**src/dx_pkg.sv**
```systemverilog
/*
 * shared constants for the divide and exclusive-or execution block:
 * instruction field positions, mode codes, flag positions, timing.
 * assumes nothing beyond a systemverilog compiler.
 */
`default_nettype none
package dx_pkg;
    localparam int DATA_W = 32;
    localparam int DIV_STEPS = 64;
    // extension word layout
    localparam int EXT_QREG_HI = 14;
    localparam int EXT_QREG_LO = 12;
    localparam int EXT_SIGNED_BIT = 11;
    localparam int EXT_SIZE_BIT = 10;
    localparam int EXT_ZERO_HI = 9;
    localparam int EXT_ZERO_LO = 3;
    localparam int EXT_RREG_HI = 2;
    localparam int EXT_RREG_LO = 0;
    // effective address modes
    localparam logic [2:0] MODE_DREG = 3'h0;
    localparam logic [2:0] MODE_AREG = 3'h1;
    localparam logic [2:0] MODE_EXT = 3'h7;
    localparam logic [2:0] EXTREG_ABSW = 3'h0;
    localparam logic [2:0] EXTREG_ABSL = 3'h1;
    localparam logic [2:0] EXTREG_PCD = 3'h2;
    localparam logic [2:0] EXTREG_PCX = 3'h3;
    localparam logic [2:0] EXTREG_IMM = 3'h4;
    // register xor opmodes
    localparam logic [2:0] OPM_BYTE = 3'h4;
    localparam logic [2:0] OPM_WORD = 3'h5;
    localparam logic [2:0] OPM_LONG = 3'h6;
    // immediate xor size field
    localparam logic [1:0] SZ_BYTE = 2'h0;
    localparam logic [1:0] SZ_WORD = 2'h1;
    localparam logic [1:0] SZ_LONG = 2'h2;
    // condition flag positions
    localparam int FLAG_C = 0;
    localparam int FLAG_V = 1;
    localparam int FLAG_Z = 2;
    localparam int FLAG_N = 3;
    localparam int FLAG_X = 4;
    localparam logic [4:0] FLAGS_RESET = 5'h00;
    localparam logic [4:0] FLAG_IMPL_MASK = 5'h1f;
    // operation codes from the decoder
    typedef enum logic [2:0] {
        OP_NONE, OP_UDIV_W, OP_UDIV_L, OP_REG_XOR, OP_IMM_XOR, OP_FLAG_XOR
    } op_e;
endpackage
`default_nettype wire

```
**src/dx_divider.sv**
```systemverilog
/*
 * restoring unsigned divider, one quotient bit per clock, 64 by 32 bits.
 * assumes start is only pulsed while idle and the divisor is nonzero.
 */
`timescale 1ns/100ps
`default_nettype none
module dx_divider #(
    parameter int WIDTH = 32
) (
    input wire logic core_clk, // system clock
    input wire logic reset, // synchronous reset, active high
    input wire logic start, // one-cycle start pulse
    input wire logic [2*WIDTH-1:0] dividend, // dividend
    input wire logic [WIDTH-1:0] divisor, // divisor, nonzero
    output logic done, // one-cycle completion pulse
    output logic [2*WIDTH-1:0] quotient, // full width quotient
    output logic [WIDTH-1:0] remainder // remainder
);
    if (WIDTH < 2) begin : g_width_check
        $error("divider width too small");
    end

    typedef struct packed {
        logic busy;
        logic done;
        logic [$clog2(2*WIDTH+1)-1:0] cnt;
        logic [2*WIDTH-1:0] quo;
        logic [WIDTH:0] rem;
        logic [WIDTH-1:0] dvs;
    } st_s;

    st_s st_r;
    st_s st_nxt;
    logic [WIDTH:0] trial;

    always_comb begin
        st_nxt = st_r;
        st_nxt.done = 1'b0;
        trial = '0;
        if (start && !st_r.busy) begin
            st_nxt.busy = 1'b1;
            st_nxt.cnt = '0;
            st_nxt.quo = dividend;
            st_nxt.rem = '0;
            st_nxt.dvs = divisor;
        end else if (st_r.busy) begin
            // shift one dividend bit into the partial remainder
            trial = {st_r.rem[WIDTH-1:0], st_r.quo[2*WIDTH-1]};
            st_nxt.quo = {st_r.quo[2*WIDTH-2:0], 1'b0};
            if (trial >= {1'b0, st_r.dvs}) begin
                st_nxt.rem = trial - {1'b0, st_r.dvs};
                st_nxt.quo[0] = 1'b1;
            end else begin
                st_nxt.rem = trial;
            end
            st_nxt.cnt = st_r.cnt + 1'b1;
            if (st_r.cnt == ($clog2(2*WIDTH+1))'(2*WIDTH-1)) begin
                st_nxt.busy = 1'b0;
                st_nxt.done = 1'b1;
            end
        end
    end

    always_ff @(posedge core_clk) begin
        if (reset) begin
            st_r <= '0;
        end else begin
            st_r <= st_nxt;
        end
    end

    assign done = st_r.done;
    assign quotient = st_r.quo;
    assign remainder = st_r.rem[WIDTH-1:0];

    done_alone_a: assert property (@(posedge core_clk) disable iff (reset)
        st_r.done |-> !st_r.busy) else $error("divider done while busy");
endmodule // dx_divider
`default_nettype wire

```
**src/dx_exec.sv**
```systemverilog
/*
 * execution unit for unsigned divide (word and long forms) and the
 * exclusive-or family: register source, immediate, and into the flags.
 * assumes the decoder presents operands and a one-cycle issue pulse
 * with all inputs on core_clk, and writes back from the result ports.
 */
// Behaviour
// - word divide flags overflow when quotient exceeds 16-bit signed range
// - long divide low dividend from quotient register, quotient written there
// - size bit 0 gives 32-bit dividend, 1 gives 64-bit pair
// - remainder register gets remainder unless it equals quotient register
// - size 1 takes dividend high half from remainder register
// - long divide flags overflow when quotient exceeds 32 bits unsigned
// - long divide source accepts data modes, rejects address register direct
// - register xor writes operand xor source back, opmode picks size
// - register xor source is one of eight data registers
// - register xor destination is always the effective address operand
// - register xor destination limited to data alterable modes
// - xor sets n from msb, z on zero, clears v and c, keeps x
// - immediate xor combines size-matched immediate with destination
// - immediate size 00 byte, 01 word, 10 long
// - immediate from low byte, one word, or two words by size
// - immediate xor destination limited to data alterable modes
// - flags xor takes byte immediate into all implemented flag bits
// - immediate bits 4..0 toggle x n z v c respectively
// - zero divisor raises a trap, no quotient
`timescale 1ns/100ps
`default_nettype none
module dx_exec #(
    parameter int WIDTH = 32
) (
    input wire logic core_clk, // system clock, 100 MHz
    input wire logic reset, // synchronous reset, active high
    input wire logic issue, // one-cycle request pulse
    input wire dx_pkg::op_e op, // operation to execute
    input wire logic [15:0] opword, // first instruction word
    input wire logic [15:0] ext_word, // extension word of long divide
    input wire logic [15:0] imm_hi, // first immediate extension word
    input wire logic [15:0] imm_lo, // second immediate extension word
    input wire logic [WIDTH-1:0] src_data, // divisor or ea source operand
    input wire logic [WIDTH-1:0] dst_data, // ea destination operand
    input wire logic [WIDTH-1:0] dreg_q, // data register named by quotient field
    input wire logic [WIDTH-1:0] dreg_r, // data register named by remainder field
    input wire logic [WIDTH-1:0] dreg_src, // data register named by register field
    input wire logic [4:0] flags_in, // condition flags from the status register
    output logic busy, // operation in progress
    output logic done, // one-cycle completion pulse
    output logic illegal, // one-cycle pulse: encoding refused
    output logic div_zero_trap, // one-cycle pulse: divisor was zero
    output logic [4:0] flags_out, // condition flags after the operation
    output logic flags_we, // flags_out valid with done
    output logic [WIDTH-1:0] ea_wdata, // result for the ea destination
    output logic ea_we, // write ea destination
    output logic [WIDTH-1:0] q_wdata, // quotient write data
    output logic q_we, // write quotient register
    output logic [2:0] q_wsel, // quotient register number
    output logic [WIDTH-1:0] r_wdata, // remainder write data
    output logic r_we, // write remainder register
    output logic [2:0] r_wsel // remainder register number
);
    if (WIDTH != 32) begin : g_width_check
        $error("execution unit supports only 32-bit data");
    end

    typedef enum logic [1:0] {IDLE, DIVIDE, FINISH} state_e;

    typedef struct packed {
        state_e state;
        logic word_form;
        logic [4:0] flags;
        logic busy;
        logic done;
        logic illegal;
        logic trap;
        logic flags_we;
        logic ea_we;
        logic [WIDTH-1:0] ea_data;
        logic q_we;
        logic [WIDTH-1:0] q_data;
        logic [2:0] q_sel;
        logic r_we;
        logic [WIDTH-1:0] r_data;
        logic [2:0] r_sel;
        logic q_pend;
        logic r_pend;
    } st_s;

    st_s st_r;
    st_s st_nxt;

    // data alterable destination: not address direct, not pc relative, not immediate
    function automatic logic data_alterable(input logic [2:0] mode, input logic [2:0] reg_f);
        logic ok;
        ok = 1'b1;
        if (mode == dx_pkg::MODE_AREG) ok = 1'b0;
        if (mode == dx_pkg::MODE_EXT && reg_f != dx_pkg::EXTREG_ABSW
                && reg_f != dx_pkg::EXTREG_ABSL) ok = 1'b0;
        return ok;
    endfunction

    // data modes: everything except address direct and unused extension codes
    function automatic logic data_mode(input logic [2:0] mode, input logic [2:0] reg_f);
        logic ok;
        ok = (mode != dx_pkg::MODE_AREG);
        if (mode == dx_pkg::MODE_EXT && reg_f > dx_pkg::EXTREG_IMM) ok = 1'b0;
        return ok;
    endfunction

    // xor flag update at a given size
    function automatic logic [4:0] logic_flags(input logic [4:0] f, input logic [31:0] res,
                                              input logic [1:0] sz);
        logic [4:0] o;
        o = f;
        o[dx_pkg::FLAG_V] = 1'b0;
        o[dx_pkg::FLAG_C] = 1'b0;
        unique case (sz)
            dx_pkg::SZ_BYTE: begin
                o[dx_pkg::FLAG_N] = res[7];
                o[dx_pkg::FLAG_Z] = (res[7:0] == 8'h00);
            end
            dx_pkg::SZ_WORD: begin
                o[dx_pkg::FLAG_N] = res[15];
                o[dx_pkg::FLAG_Z] = (res[15:0] == 16'h0000);
            end
            default: begin
                o[dx_pkg::FLAG_N] = res[31];
                o[dx_pkg::FLAG_Z] = (res == 32'h00000000);
            end
        endcase
        return o;
    endfunction

    // merge a sized result into the destination's untouched upper bits
    function automatic logic [31:0] sized_merge(input logic [31:0] old, input logic [31:0] res,
                                                input logic [1:0] sz);
        logic [31:0] o;
        o = res;
        if (sz == dx_pkg::SZ_BYTE) o = {old[31:8], res[7:0]};
        if (sz == dx_pkg::SZ_WORD) o = {old[31:16], res[15:0]};
        return o;
    endfunction

    wire logic [2:0] ea_mode = opword[5:3];
    wire logic [2:0] ea_reg = opword[2:0];
    wire logic [2:0] opmode = opword[8:6];
    wire logic [1:0] isize = opword[7:6];
    wire logic [2:0] ext_q = ext_word[dx_pkg::EXT_QREG_HI:dx_pkg::EXT_QREG_LO];
    wire logic [2:0] ext_r = ext_word[dx_pkg::EXT_RREG_HI:dx_pkg::EXT_RREG_LO];
    wire logic ext_size = ext_word[dx_pkg::EXT_SIZE_BIT];

    logic div_start;
    logic [2*WIDTH-1:0] div_dividend;
    logic div_done;
    logic [2*WIDTH-1:0] div_quo;
    logic [WIDTH-1:0] div_rem;
    logic [WIDTH-1:0] div_divisor;

    dx_divider #(.WIDTH(WIDTH)) u_div (
        .core_clk(core_clk),
        .reset(reset),
        .start(div_start),
        .dividend(div_dividend),
        .divisor(div_divisor),
        .done(div_done),
        .quotient(div_quo),
        .remainder(div_rem)
    );

    logic [1:0] rsz;
    logic [WIDTH-1:0] imm_val;
    logic [WIDTH-1:0] xres;

    always_comb begin
        st_nxt = st_r;
        st_nxt.done = 1'b0;
        st_nxt.illegal = 1'b0;
        st_nxt.trap = 1'b0;
        st_nxt.flags_we = 1'b0;
        st_nxt.ea_we = 1'b0;
        st_nxt.q_we = 1'b0;
        st_nxt.r_we = 1'b0;
        div_start = 1'b0;
        div_dividend = '0;
        div_divisor = src_data;
        rsz = dx_pkg::SZ_LONG;
        imm_val = '0;
        xres = '0;
        unique case (st_r.state)
            IDLE: begin
                if (issue) begin
                    st_nxt.flags = flags_in;
                    unique case (op)
                        dx_pkg::OP_REG_XOR: begin
                            unique case (opmode)
                                dx_pkg::OPM_BYTE: rsz = dx_pkg::SZ_BYTE;
                                dx_pkg::OPM_WORD: rsz = dx_pkg::SZ_WORD;
                                default: rsz = dx_pkg::SZ_LONG;
                            endcase
                            // source from a data register only, result to the ea
                            xres = dst_data ^ dreg_src;
                            if (!data_alterable(ea_mode, ea_reg)
                                    || !(opmode inside {dx_pkg::OPM_BYTE, dx_pkg::OPM_WORD,
                                                        dx_pkg::OPM_LONG})) begin
                                st_nxt.illegal = 1'b1;
                            end else begin
                                st_nxt.ea_data = sized_merge(dst_data, xres, rsz);
                                st_nxt.ea_we = 1'b1;
                                st_nxt.flags = logic_flags(flags_in, xres, rsz);
                                st_nxt.flags_we = 1'b1;
                                st_nxt.done = 1'b1;
                            end
                        end
                        dx_pkg::OP_IMM_XOR: begin
                            rsz = isize;
                            unique case (isize)
                                dx_pkg::SZ_BYTE: imm_val = {24'h000000, imm_hi[7:0]};
                                dx_pkg::SZ_WORD: imm_val = {16'h0000, imm_hi};
                                default: imm_val = {imm_hi, imm_lo};
                            endcase
                            xres = dst_data ^ imm_val;
                            if (isize == 2'h3 || !data_alterable(ea_mode, ea_reg)) begin
                                st_nxt.illegal = 1'b1;
                            end else begin
                                st_nxt.ea_data = sized_merge(dst_data, xres, rsz);
                                st_nxt.ea_we = 1'b1;
                                st_nxt.flags = logic_flags(flags_in, xres, rsz);
                                st_nxt.flags_we = 1'b1;
                                st_nxt.done = 1'b1;
                            end
                        end
                        dx_pkg::OP_FLAG_XOR: begin
                            // bit 4..0 toggle x n z v c
                            st_nxt.flags = flags_in ^ (imm_hi[4:0] & dx_pkg::FLAG_IMPL_MASK);
                            st_nxt.flags_we = 1'b1;
                            st_nxt.done = 1'b1;
                        end
                        dx_pkg::OP_UDIV_W, dx_pkg::OP_UDIV_L: begin
                            st_nxt.word_form = (op == dx_pkg::OP_UDIV_W);
                            st_nxt.q_pend = 1'b0;
                            st_nxt.r_pend = 1'b0;
                            if (op == dx_pkg::OP_UDIV_W) begin
                                st_nxt.q_sel = opword[11:9];
                                st_nxt.r_sel = opword[11:9];
                                div_dividend = {32'h00000000, dreg_q};
                                div_divisor = {16'h0000, src_data[15:0]};
                            end else begin
                                st_nxt.q_sel = ext_q;
                                st_nxt.r_sel = ext_r;
                                // dividend width from size bit
                                div_dividend = ext_size ? {dreg_r, dreg_q}
                                                        : {32'h00000000, dreg_q};
                            end
                            if (!data_mode(ea_mode, ea_reg)
                                    || (op == dx_pkg::OP_UDIV_L
                                        && (ext_word[15] || ext_word[dx_pkg::EXT_SIGNED_BIT]
                                            || ext_word[dx_pkg::EXT_ZERO_HI:dx_pkg::EXT_ZERO_LO]
                                               != 7'h00))) begin
                                st_nxt.illegal = 1'b1;
                            end else if (div_divisor == '0) begin
                                st_nxt.trap = 1'b1;
                            end else begin
                                div_start = 1'b1;
                                st_nxt.busy = 1'b1;
                                st_nxt.state = DIVIDE;
                            end
                        end
                        default: begin
                            st_nxt.illegal = 1'b1;
                        end
                    endcase
                end
            end
            DIVIDE: begin
                if (div_done) begin
                    st_nxt.flags[dx_pkg::FLAG_C] = 1'b0;
                    if (st_r.word_form ? (div_quo[63:15] != 49'h0)
                                       : (div_quo[63:32] != 32'h0)) begin
                        st_nxt.flags[dx_pkg::FLAG_V] = 1'b1;
                    end else begin
                        st_nxt.flags[dx_pkg::FLAG_V] = 1'b0;
                        st_nxt.q_pend = 1'b1;
                        if (st_r.word_form) begin
                            st_nxt.q_data = {div_rem[15:0], div_quo[15:0]};
                            st_nxt.flags[dx_pkg::FLAG_N] = div_quo[15];
                            st_nxt.flags[dx_pkg::FLAG_Z] = (div_quo[15:0] == 16'h0000);
                        end else begin
                            st_nxt.q_data = div_quo[31:0];
                            st_nxt.r_data = div_rem;
                            st_nxt.r_pend = (st_r.r_sel != st_r.q_sel);
                            st_nxt.flags[dx_pkg::FLAG_N] = div_quo[31];
                            st_nxt.flags[dx_pkg::FLAG_Z] = (div_quo[31:0] == 32'h0);
                        end
                    end
                    st_nxt.state = FINISH;
                end
            end
            FINISH: begin
                // register writes pulse together with done
                st_nxt.q_we = st_r.q_pend;
                st_nxt.r_we = st_r.r_pend;
                st_nxt.flags_we = 1'b1;
                st_nxt.done = 1'b1;
                st_nxt.busy = 1'b0;
                st_nxt.state = IDLE;
            end
            default: st_nxt.state = IDLE;
        endcase
    end

    always_ff @(posedge core_clk) begin
        if (reset) begin
            st_r <= '{state: IDLE, flags: dx_pkg::FLAGS_RESET, default: '0};
        end else begin
            st_r <= st_nxt;
        end
    end

    assign busy = st_r.busy;
    assign done = st_r.done;
    assign illegal = st_r.illegal;
    assign div_zero_trap = st_r.trap;
    assign flags_out = st_r.flags;
    assign flags_we = st_r.flags_we;
    assign ea_wdata = st_r.ea_data;
    assign ea_we = st_r.ea_we;
    assign q_wdata = st_r.q_data;
    assign q_we = st_r.q_we;
    assign q_wsel = st_r.q_sel;
    assign r_wdata = st_r.r_data;
    assign r_we = st_r.r_we;
    assign r_wsel = st_r.r_sel;

    xor_flags_a: assert property (@(posedge core_clk) disable iff (reset)
        ea_we |-> !flags_out[dx_pkg::FLAG_V] && !flags_out[dx_pkg::FLAG_C])
        else $error("xor left v or c set");
    xor_keeps_x_a: assert property (@(posedge core_clk) disable iff (reset)
        issue && st_r.state == IDLE && op == dx_pkg::OP_REG_XOR |=>
            (!ea_we || flags_out[dx_pkg::FLAG_X] == $past(flags_in[dx_pkg::FLAG_X])))
        else $error("xor changed extend");
    flag_toggle_a: assert property (@(posedge core_clk) disable iff (reset)
        issue && st_r.state == IDLE && op == dx_pkg::OP_FLAG_XOR |=>
            flags_out == ($past(flags_in) ^ $past(imm_hi[4:0])) && flags_we)
        else $error("flag xor wrong");
    rxor_areg_a: assert property (@(posedge core_clk) disable iff (reset)
        issue && st_r.state == IDLE && op == dx_pkg::OP_REG_XOR
            && ea_mode == dx_pkg::MODE_AREG |=> illegal && !ea_we)
        else $error("address direct destination accepted");
    divl_areg_a: assert property (@(posedge core_clk) disable iff (reset)
        issue && st_r.state == IDLE && op == dx_pkg::OP_UDIV_L
            && ea_mode == dx_pkg::MODE_AREG |=> illegal && !busy)
        else $error("address direct divisor accepted");
    zero_trap_a: assert property (@(posedge core_clk) disable iff (reset)
        div_zero_trap |-> !busy && !q_we && !r_we)
        else $error("trap with divide activity");
    ovf_hold_a: assert property (@(posedge core_clk) disable iff (reset)
        done && flags_we && flags_out[dx_pkg::FLAG_V] && !ea_we |-> !q_we && !r_we)
        else $error("overflow wrote a register");
    same_reg_a: assert property (@(posedge core_clk) disable iff (reset)
        r_we |-> r_wsel != q_wsel && q_we)
        else $error("remainder written over quotient");
    div_bound_a: assert property (@(posedge core_clk) disable iff (reset)
        $rose(busy) |-> ##[66:67] done)
        else $error("divide did not finish in time");
endmodule // dx_exec
`default_nettype wire

```
**config.mk**
```make
export PLATFORM = sky130hd
export DESIGN_NAME = dx_exec
export DESIGN_NICKNAME = d
export VERILOG_FILES = /design/src/dx_pkg.sv /design/src/dx_divider.sv /design/src/dx_exec.sv
export SDC_FILE = /design/constraint.sdc
export NUM_CORES = 1
export LEC_CHECK = 0
export BUFFER_PORTS_ARGS = -buffer_cell sky130_fd_sc_hd__clkbuf_2
export CAP_MARGIN = 20
export CORE_ASPECT_RATIO = 1.5
export CORE_MARGIN = 10
export CORE_UTILIZATION = 55
export DETAILED_ROUTE_END_ITERATION = 8
export PLACE_DENSITY = 0.77
export SLEW_MARGIN = 15
export SYNTH_ARGS = -nofsm -noshare
export SYNTH_HDL_FRONTEND = slang
export SYNTH_HIERARCHICAL = 1
export SYNTH_SLANG_ARGS = --single-unit
```
**constraint.sdc**
```tcl
create_clock -name core_clk -period 3.52 [get_ports core_clk]
set_input_delay 0.176 -clock core_clk [delete_from_list [all_inputs] [get_ports core_clk]]
set_output_delay 0.176 -clock core_clk [all_outputs]
set_load 0.1 [all_outputs]
```
After elaboration in Yosys (flattened, before gate mapping)

Cells that the tools add are included.

Register bits after elaboration: 258
Input port bits: 235
Output and inout bits: 115

Add/subtract/negate cells: 2
$lt $le $gt $ge: 2
Equality and inequality tests: 28
Mux-type cells: 92
Bitwise operators: 10
Reduce and logical (&&, ||, !) cells: 53

Operator list:

| cell                                         | count |
|---|---|
| 2-to-1 mux 32 bit                            | 15 |
| 2-to-1 mux 64 bit                            | 5 |
| zero test 32 bit                             | 4 |
| 2-to-1 mux 106 bit                           | 1 |
| 2-to-1 mux 97 bit                            | 1 |
| 2-to-1 mux 34 bit                            | 2 |
| case mux 33 bit (2 select lines)             | 1 |
| case mux 32 bit (2 select lines)             | 1 |
| XOR 32 bit                                   | 2 |
| nonzero test 49 bit                          | 1 |
| zero test 16 bit                             | 3 |
| 2-to-1 mux 46 bit                            | 1 |
| greater-or-equal comparator 33 x 32 -> 1 bit | 1 |
| 2-to-1 mux 1 bit                             | 33 |
| 2-to-1 mux 33 bit                            | 1 |
| subtractor 33 x 32 -> 33 bit                 | 1 |
| nonzero test 32 bit                          | 1 |
| 2-to-1 mux 2 bit                             | 13 |
| case mux 2 bit (2 select lines)              | 6 |
| AND reduction 5 bit                          | 4 |
| == test 3 bit (second input constant)        | 6 |
| zero test 8 bit                              | 2 |
| case mux 5 bit (3 select lines)              | 1 |
| != test 2 bit (second input constant)        | 7 |
| other kinds (32)                             | 74 |

Logic depth before layout (Yosys ltp)

Depth after elaboration: 14
Mapped depth: 14
Mapped depth without buffers: 12

By module

Netlist, hierarchy kept.

Modules (own cells, without submodules):

| module     | instances | cells each | area each (µm²) | sequential area each (µm²) |
|---|---|---|---|---|
| dx_exec    | 1         | 1105       | 8365.5          | 2382.3 |
| dx_divider | 1         | 1067       | 8346.8          | 2742.6 |

Least setup slack after synthesis

Ideal clock, no wire load.

Kind: reg2reg
From: reg u_div/st_r[3] (netlist name)
To: reg u_div.st_r (netlist bit u_div/remainder[23])
Setup time: 0.132 ns
Arrival time: 2.753 ns
Required time: 3.388 ns
Slack: 0.634 ns
Cell stages (with the launch flop): 14
Path buffers: 2
Period minus slack after synthesis: 2.886 ns
Cells stage by stage: dfxtp_1 inv_1 ha_1 o211ai_1 a21oi_2 o21ai_2 o221a_4 o31a_1 o41ai_4 a31o_1 buf_6 buf_8 mux2i_1 a21oi_1

Cells in the longest elaborated chain, start to end: 2
Elaborated cells between the ends (all ways): 3
Those cells by class: add/sub: 1; order compare: 1; mux: 1

RTL lines:

| element                                                                                      | RTL line                           | source |
|---|---|---|
| start, declared                                                                              | dx_divider.sv:32                   | `st_s st_r;` |
| start signal, assigned                                                                       | dx_divider.sv:68                   | `st_r <= st_nxt;` |
| subtractor 33 x 32 -> 33 bit or greater-or-equal comparator 33 x 32 -> 1 bit (tied branches) | dx_divider.sv:51, dx_divider.sv:50 |  |
| 2-to-1 mux 33 bit *                                                                          | dx_divider.sv:50                   | `if (trial >= {1'b0, st_r.dvs}) begin` |

Every way passes the cells marked *; elsewhere a longest branch is shown, timed or not.
A chain may end at the register's enable or synchronous reset.

Worst setup path after layout

From: reg u_div/st_r[3] (netlist name)
To: reg u_div.st_r (netlist bit u_div/remainder[25])

The elaborated chain is that of the path after synthesis.

==> flow_summary.toml <==
[status]
status = "completed"

[die]
die_h_um = 233
ios = 350
initial_utilization = 0.554
die_width_um = 162
coreArea_sq_um = 30200
die_area_sq_um = 37900
core.rowCount = 78

[cells_and_area]
layoutNonFillerInstCount = 2699
final_common_cell = "clkbuf_2"
final_util = 0.612
final_cell_mix = "clkbuf_2 (344), dfxtp_1 (254), a21oi_1 (238)"
drive_gt1_frac = 0.205
finalNetCount = 2548
syn_to_final_growth_pct = 10.5

[setup_path]
critPathKind = "flop to flop"
reg2reg_to = "u_div/remainder[25]"
cp-end-kind = "flop"
cp_max_fo = 7
reg2reg_slack_ns = 0.26
worstPathArrival_ns = 3.68
reg2reg_from = "u_div/st_r[3]"
cp-start-kind = "flop"
reg2reg_depth = 12
critical_path_required_ns = 3.94

[timing]
max_freq_ghz = 0.307
hold_violations = 0
worst_pin_slew_ns = 0.929
maxSlewViolCount = 0
setup_viol = 0
fin_tns_setup_ns = 0
finalCriticalPeriod_ns = 3.26
slew_headroom = 0.381
finClkSkew_ns = 0.0109
rsz0062_at_grt = "no"
post-route-period-util = 0.927

[drt]
drtPass1Iterations = 7
antenna_left = 0
drcViolationCount = 0
wl_per_cell_um = 20.3
via_per_inst = 5.82
wirelength_um = 54800
routed-via-count = 15709
drtIter0Drc = 1098

[power]
p_sw_uw = 2570
powerDensity_nw_per_um2 = 445
worst_ir_drop_vdd_mv = 0.330
p_total_uw = 8220
p_clk_frac = 0.363
p_leak_uw = 0.00773
p_comb_frac = 0.270
intPower_uw = 5650
sw_frac_of_total = 0.312
power_frac_seq = 0.367

[global_route]
grt_start_max_net_pins = 101
grt_pass1_wl_um = 83700
grt_util_all_layers = 0.273
grt_pass1_vias = 15521
grt-ovfl-total = 0
grt_antenna_before_repair = 1

[yosys]
syn_area_sq_um = 16700
syn_area_per_cell_sq_um = 7.69
ys_ff_latch = 256
synth_flop_cell = "dfxtp_1"
synth_top_cell_by_area = "dfxtp_1"
ys_async_sr_fraction = 0
yosysSeqAreaShare = 0.307
synth.distinct_cells = 88
synth_nets = 2441
synth_top_cell_area_share = 0.307
synth.area.top_cells = "dfxtp_1 (31%), buf_4 (9.3%), a21oi_1 (7.1%)"
synthCells = 2172
synth-edff-count = 0
ys_warn_count = 6

[min_path]
hp-start = "src_data[23]"
whs_path_depth = 4
hp-class = "input pin to flop"
worstHoldEndpoint = "u_div/st_r[23]"

[cts]
cts_buffers = 25
htreeDepth = 1
ctsLongestPathBuffers = 3
clk_pin_slew_ns = 0.07
cts.sinks = 256
ctsResizeCount = 0
clkLatencyLatePin_ns = 0.54
tritoncts = "yes"
cts_setup_buffers = 0
cts-root-buf = "clkbuf_16"

[placement]
dpl.cell_count = 2610
dpl.hpwl_um = 41700
gp_congestion = 1.01
port_buffers = 345

[job]
cap_violations = 0
[critical path: stages (launching register included)]
cell,delay [ns]
dfxtp_1,0.36
inv_1,0.06
ha_1,0.37
o211ai_1,0.14
a21oi_2,0.20
o21ai_2,0.10
o221a_4,0.25
o31a_1,0.38
o41ai_4,0.40
a31oi_1,0.30
buf_4,0.27
a32oi_1,0.21
o21ai_1,0.10
[worst max path at each step]
stage / cells past startpoint / slack [ns] / startpoint / endpoint
6_report: 12 / 0.26 / u_div/st_r[3] / u_div/remainder[25]
4_1_cts: 11 / 0.29 / u_div/st_r[4] / u_div/remainder[0]
3_3_place_gp: 12 / 0.41 / u_div/st_r[4] / u_div/remainder[31]
2_1_floorplan: 13 / 0.63 / u_div/st_r[3] / u_div/remainder[23]
3_5_place_dp: 11 / 0.29 / u_div/st_r[4] / u_div/remainder[0]
5_1_grt: 12 / 0.11 / u_div/st_r[3] / u_div/remainder[29]
[Yosys cell counts, types with 5 or more instances]
library cell and count:
dfxtp_1 256, nand3_1 13, nand2_1 229, or3_1 21, a31oi_1 17, a22oi_1 9
buf_2 20, clkbuf_1 107, o21ai_0 108, and3_1 41, buf_1 7, a211oi_1 21
mux2i_1 104, buf_4 206, inv_1 48, xnor2_1 38, nor3b_1 15, xor2_1 64
nor3_1 33, o211ai_1 12, o221ai_1 8, a221oi_1 23, o21a_1 5, a21o_1 16
nand4_1 24, a21oi_1 238, nand2b_1 12, or4_1 5, o22ai_1 5, mux2_2 16
nor4_1 36, ha_1 33, nor2_1 233, and2_1 50, nor2b_1 7
[power by group through the flow]
stage	Sequential, uW	Clock (uW)	Combinational (uW)
after floorplan	3070	0	1620
after global placement	3080	0	2120
after detailed placement	3080	0	2140
after CTS	3010	3030	2190
after global routing	3020	3150	2380
final	3020	2980	2220
[logic make-up (layout without fill, tap and decap cells)]
kind of cell    count (synthesis)  count (layout)  share of synthesized area
compound gates                512             512                      0.185
xor+xnor                      102             102                     0.0535
fa+ha+maj                      34              34                     0.0259
buf+inv                       396             520                      0.140
flops                         256             256                      0.307
mux                           120             120                     0.0731
other cells                     0               3                          0
simple gates                  752             752                      0.216
[stage by stage]
step	setup slack, ns	cell area, sq um	hold slack (ns)
after floorplan	0.634	16700	0.291
after global placement	0.414	17100	0.415
after detailed placement	0.295	17100	0.421
after CTS	0.290	18500	0.000721
after global routing	0.108	18500	0.0169
final	0.259	18500	0.0122
[final cells by class]
type / instances / area, sq um
fill: 2776 / 11700
multi-input combinational: 1520 / 9270
sequential: 256 / 5130
timing repair buffer: 427 / 2480
clock buffer: 30 / 674
tap: 400 / 500
clock inverter: 14 / 228
inverter: 49 / 184
antenna: 3 / 7.51
[flip-flops by register name, summed over array words and instances (netlist names), 3 cells and up]
signal / count
u_div/st_r: 40
r_wdata: 32
ea_wdata: 32
u_div/remainder: 32
flags_out: 5
q_wdata: 32
r_wsel: 3
st_r: 5
u_div/quotient: 64
q_wsel: 3
[routing by layer]
layer,GRT usage,vias to the layer above,part of all wire
li1,-,7568,-
met1,0.292,7289,0.37
met2,0.484,672,0.50
met3,0.0407,180,0.064
met4,0.193,0,0.072
met5,0,-,0
[repair_timing]
| item | in CTS | in global routing |
|---|---|---|
| hold endpoints to repair | 39 | 0 |
| hold buffers | 42 | 0 |
| endpoints found under the setup margin | 0 | 0 |
Note: power is estimated with default switching activity, not from simulation.
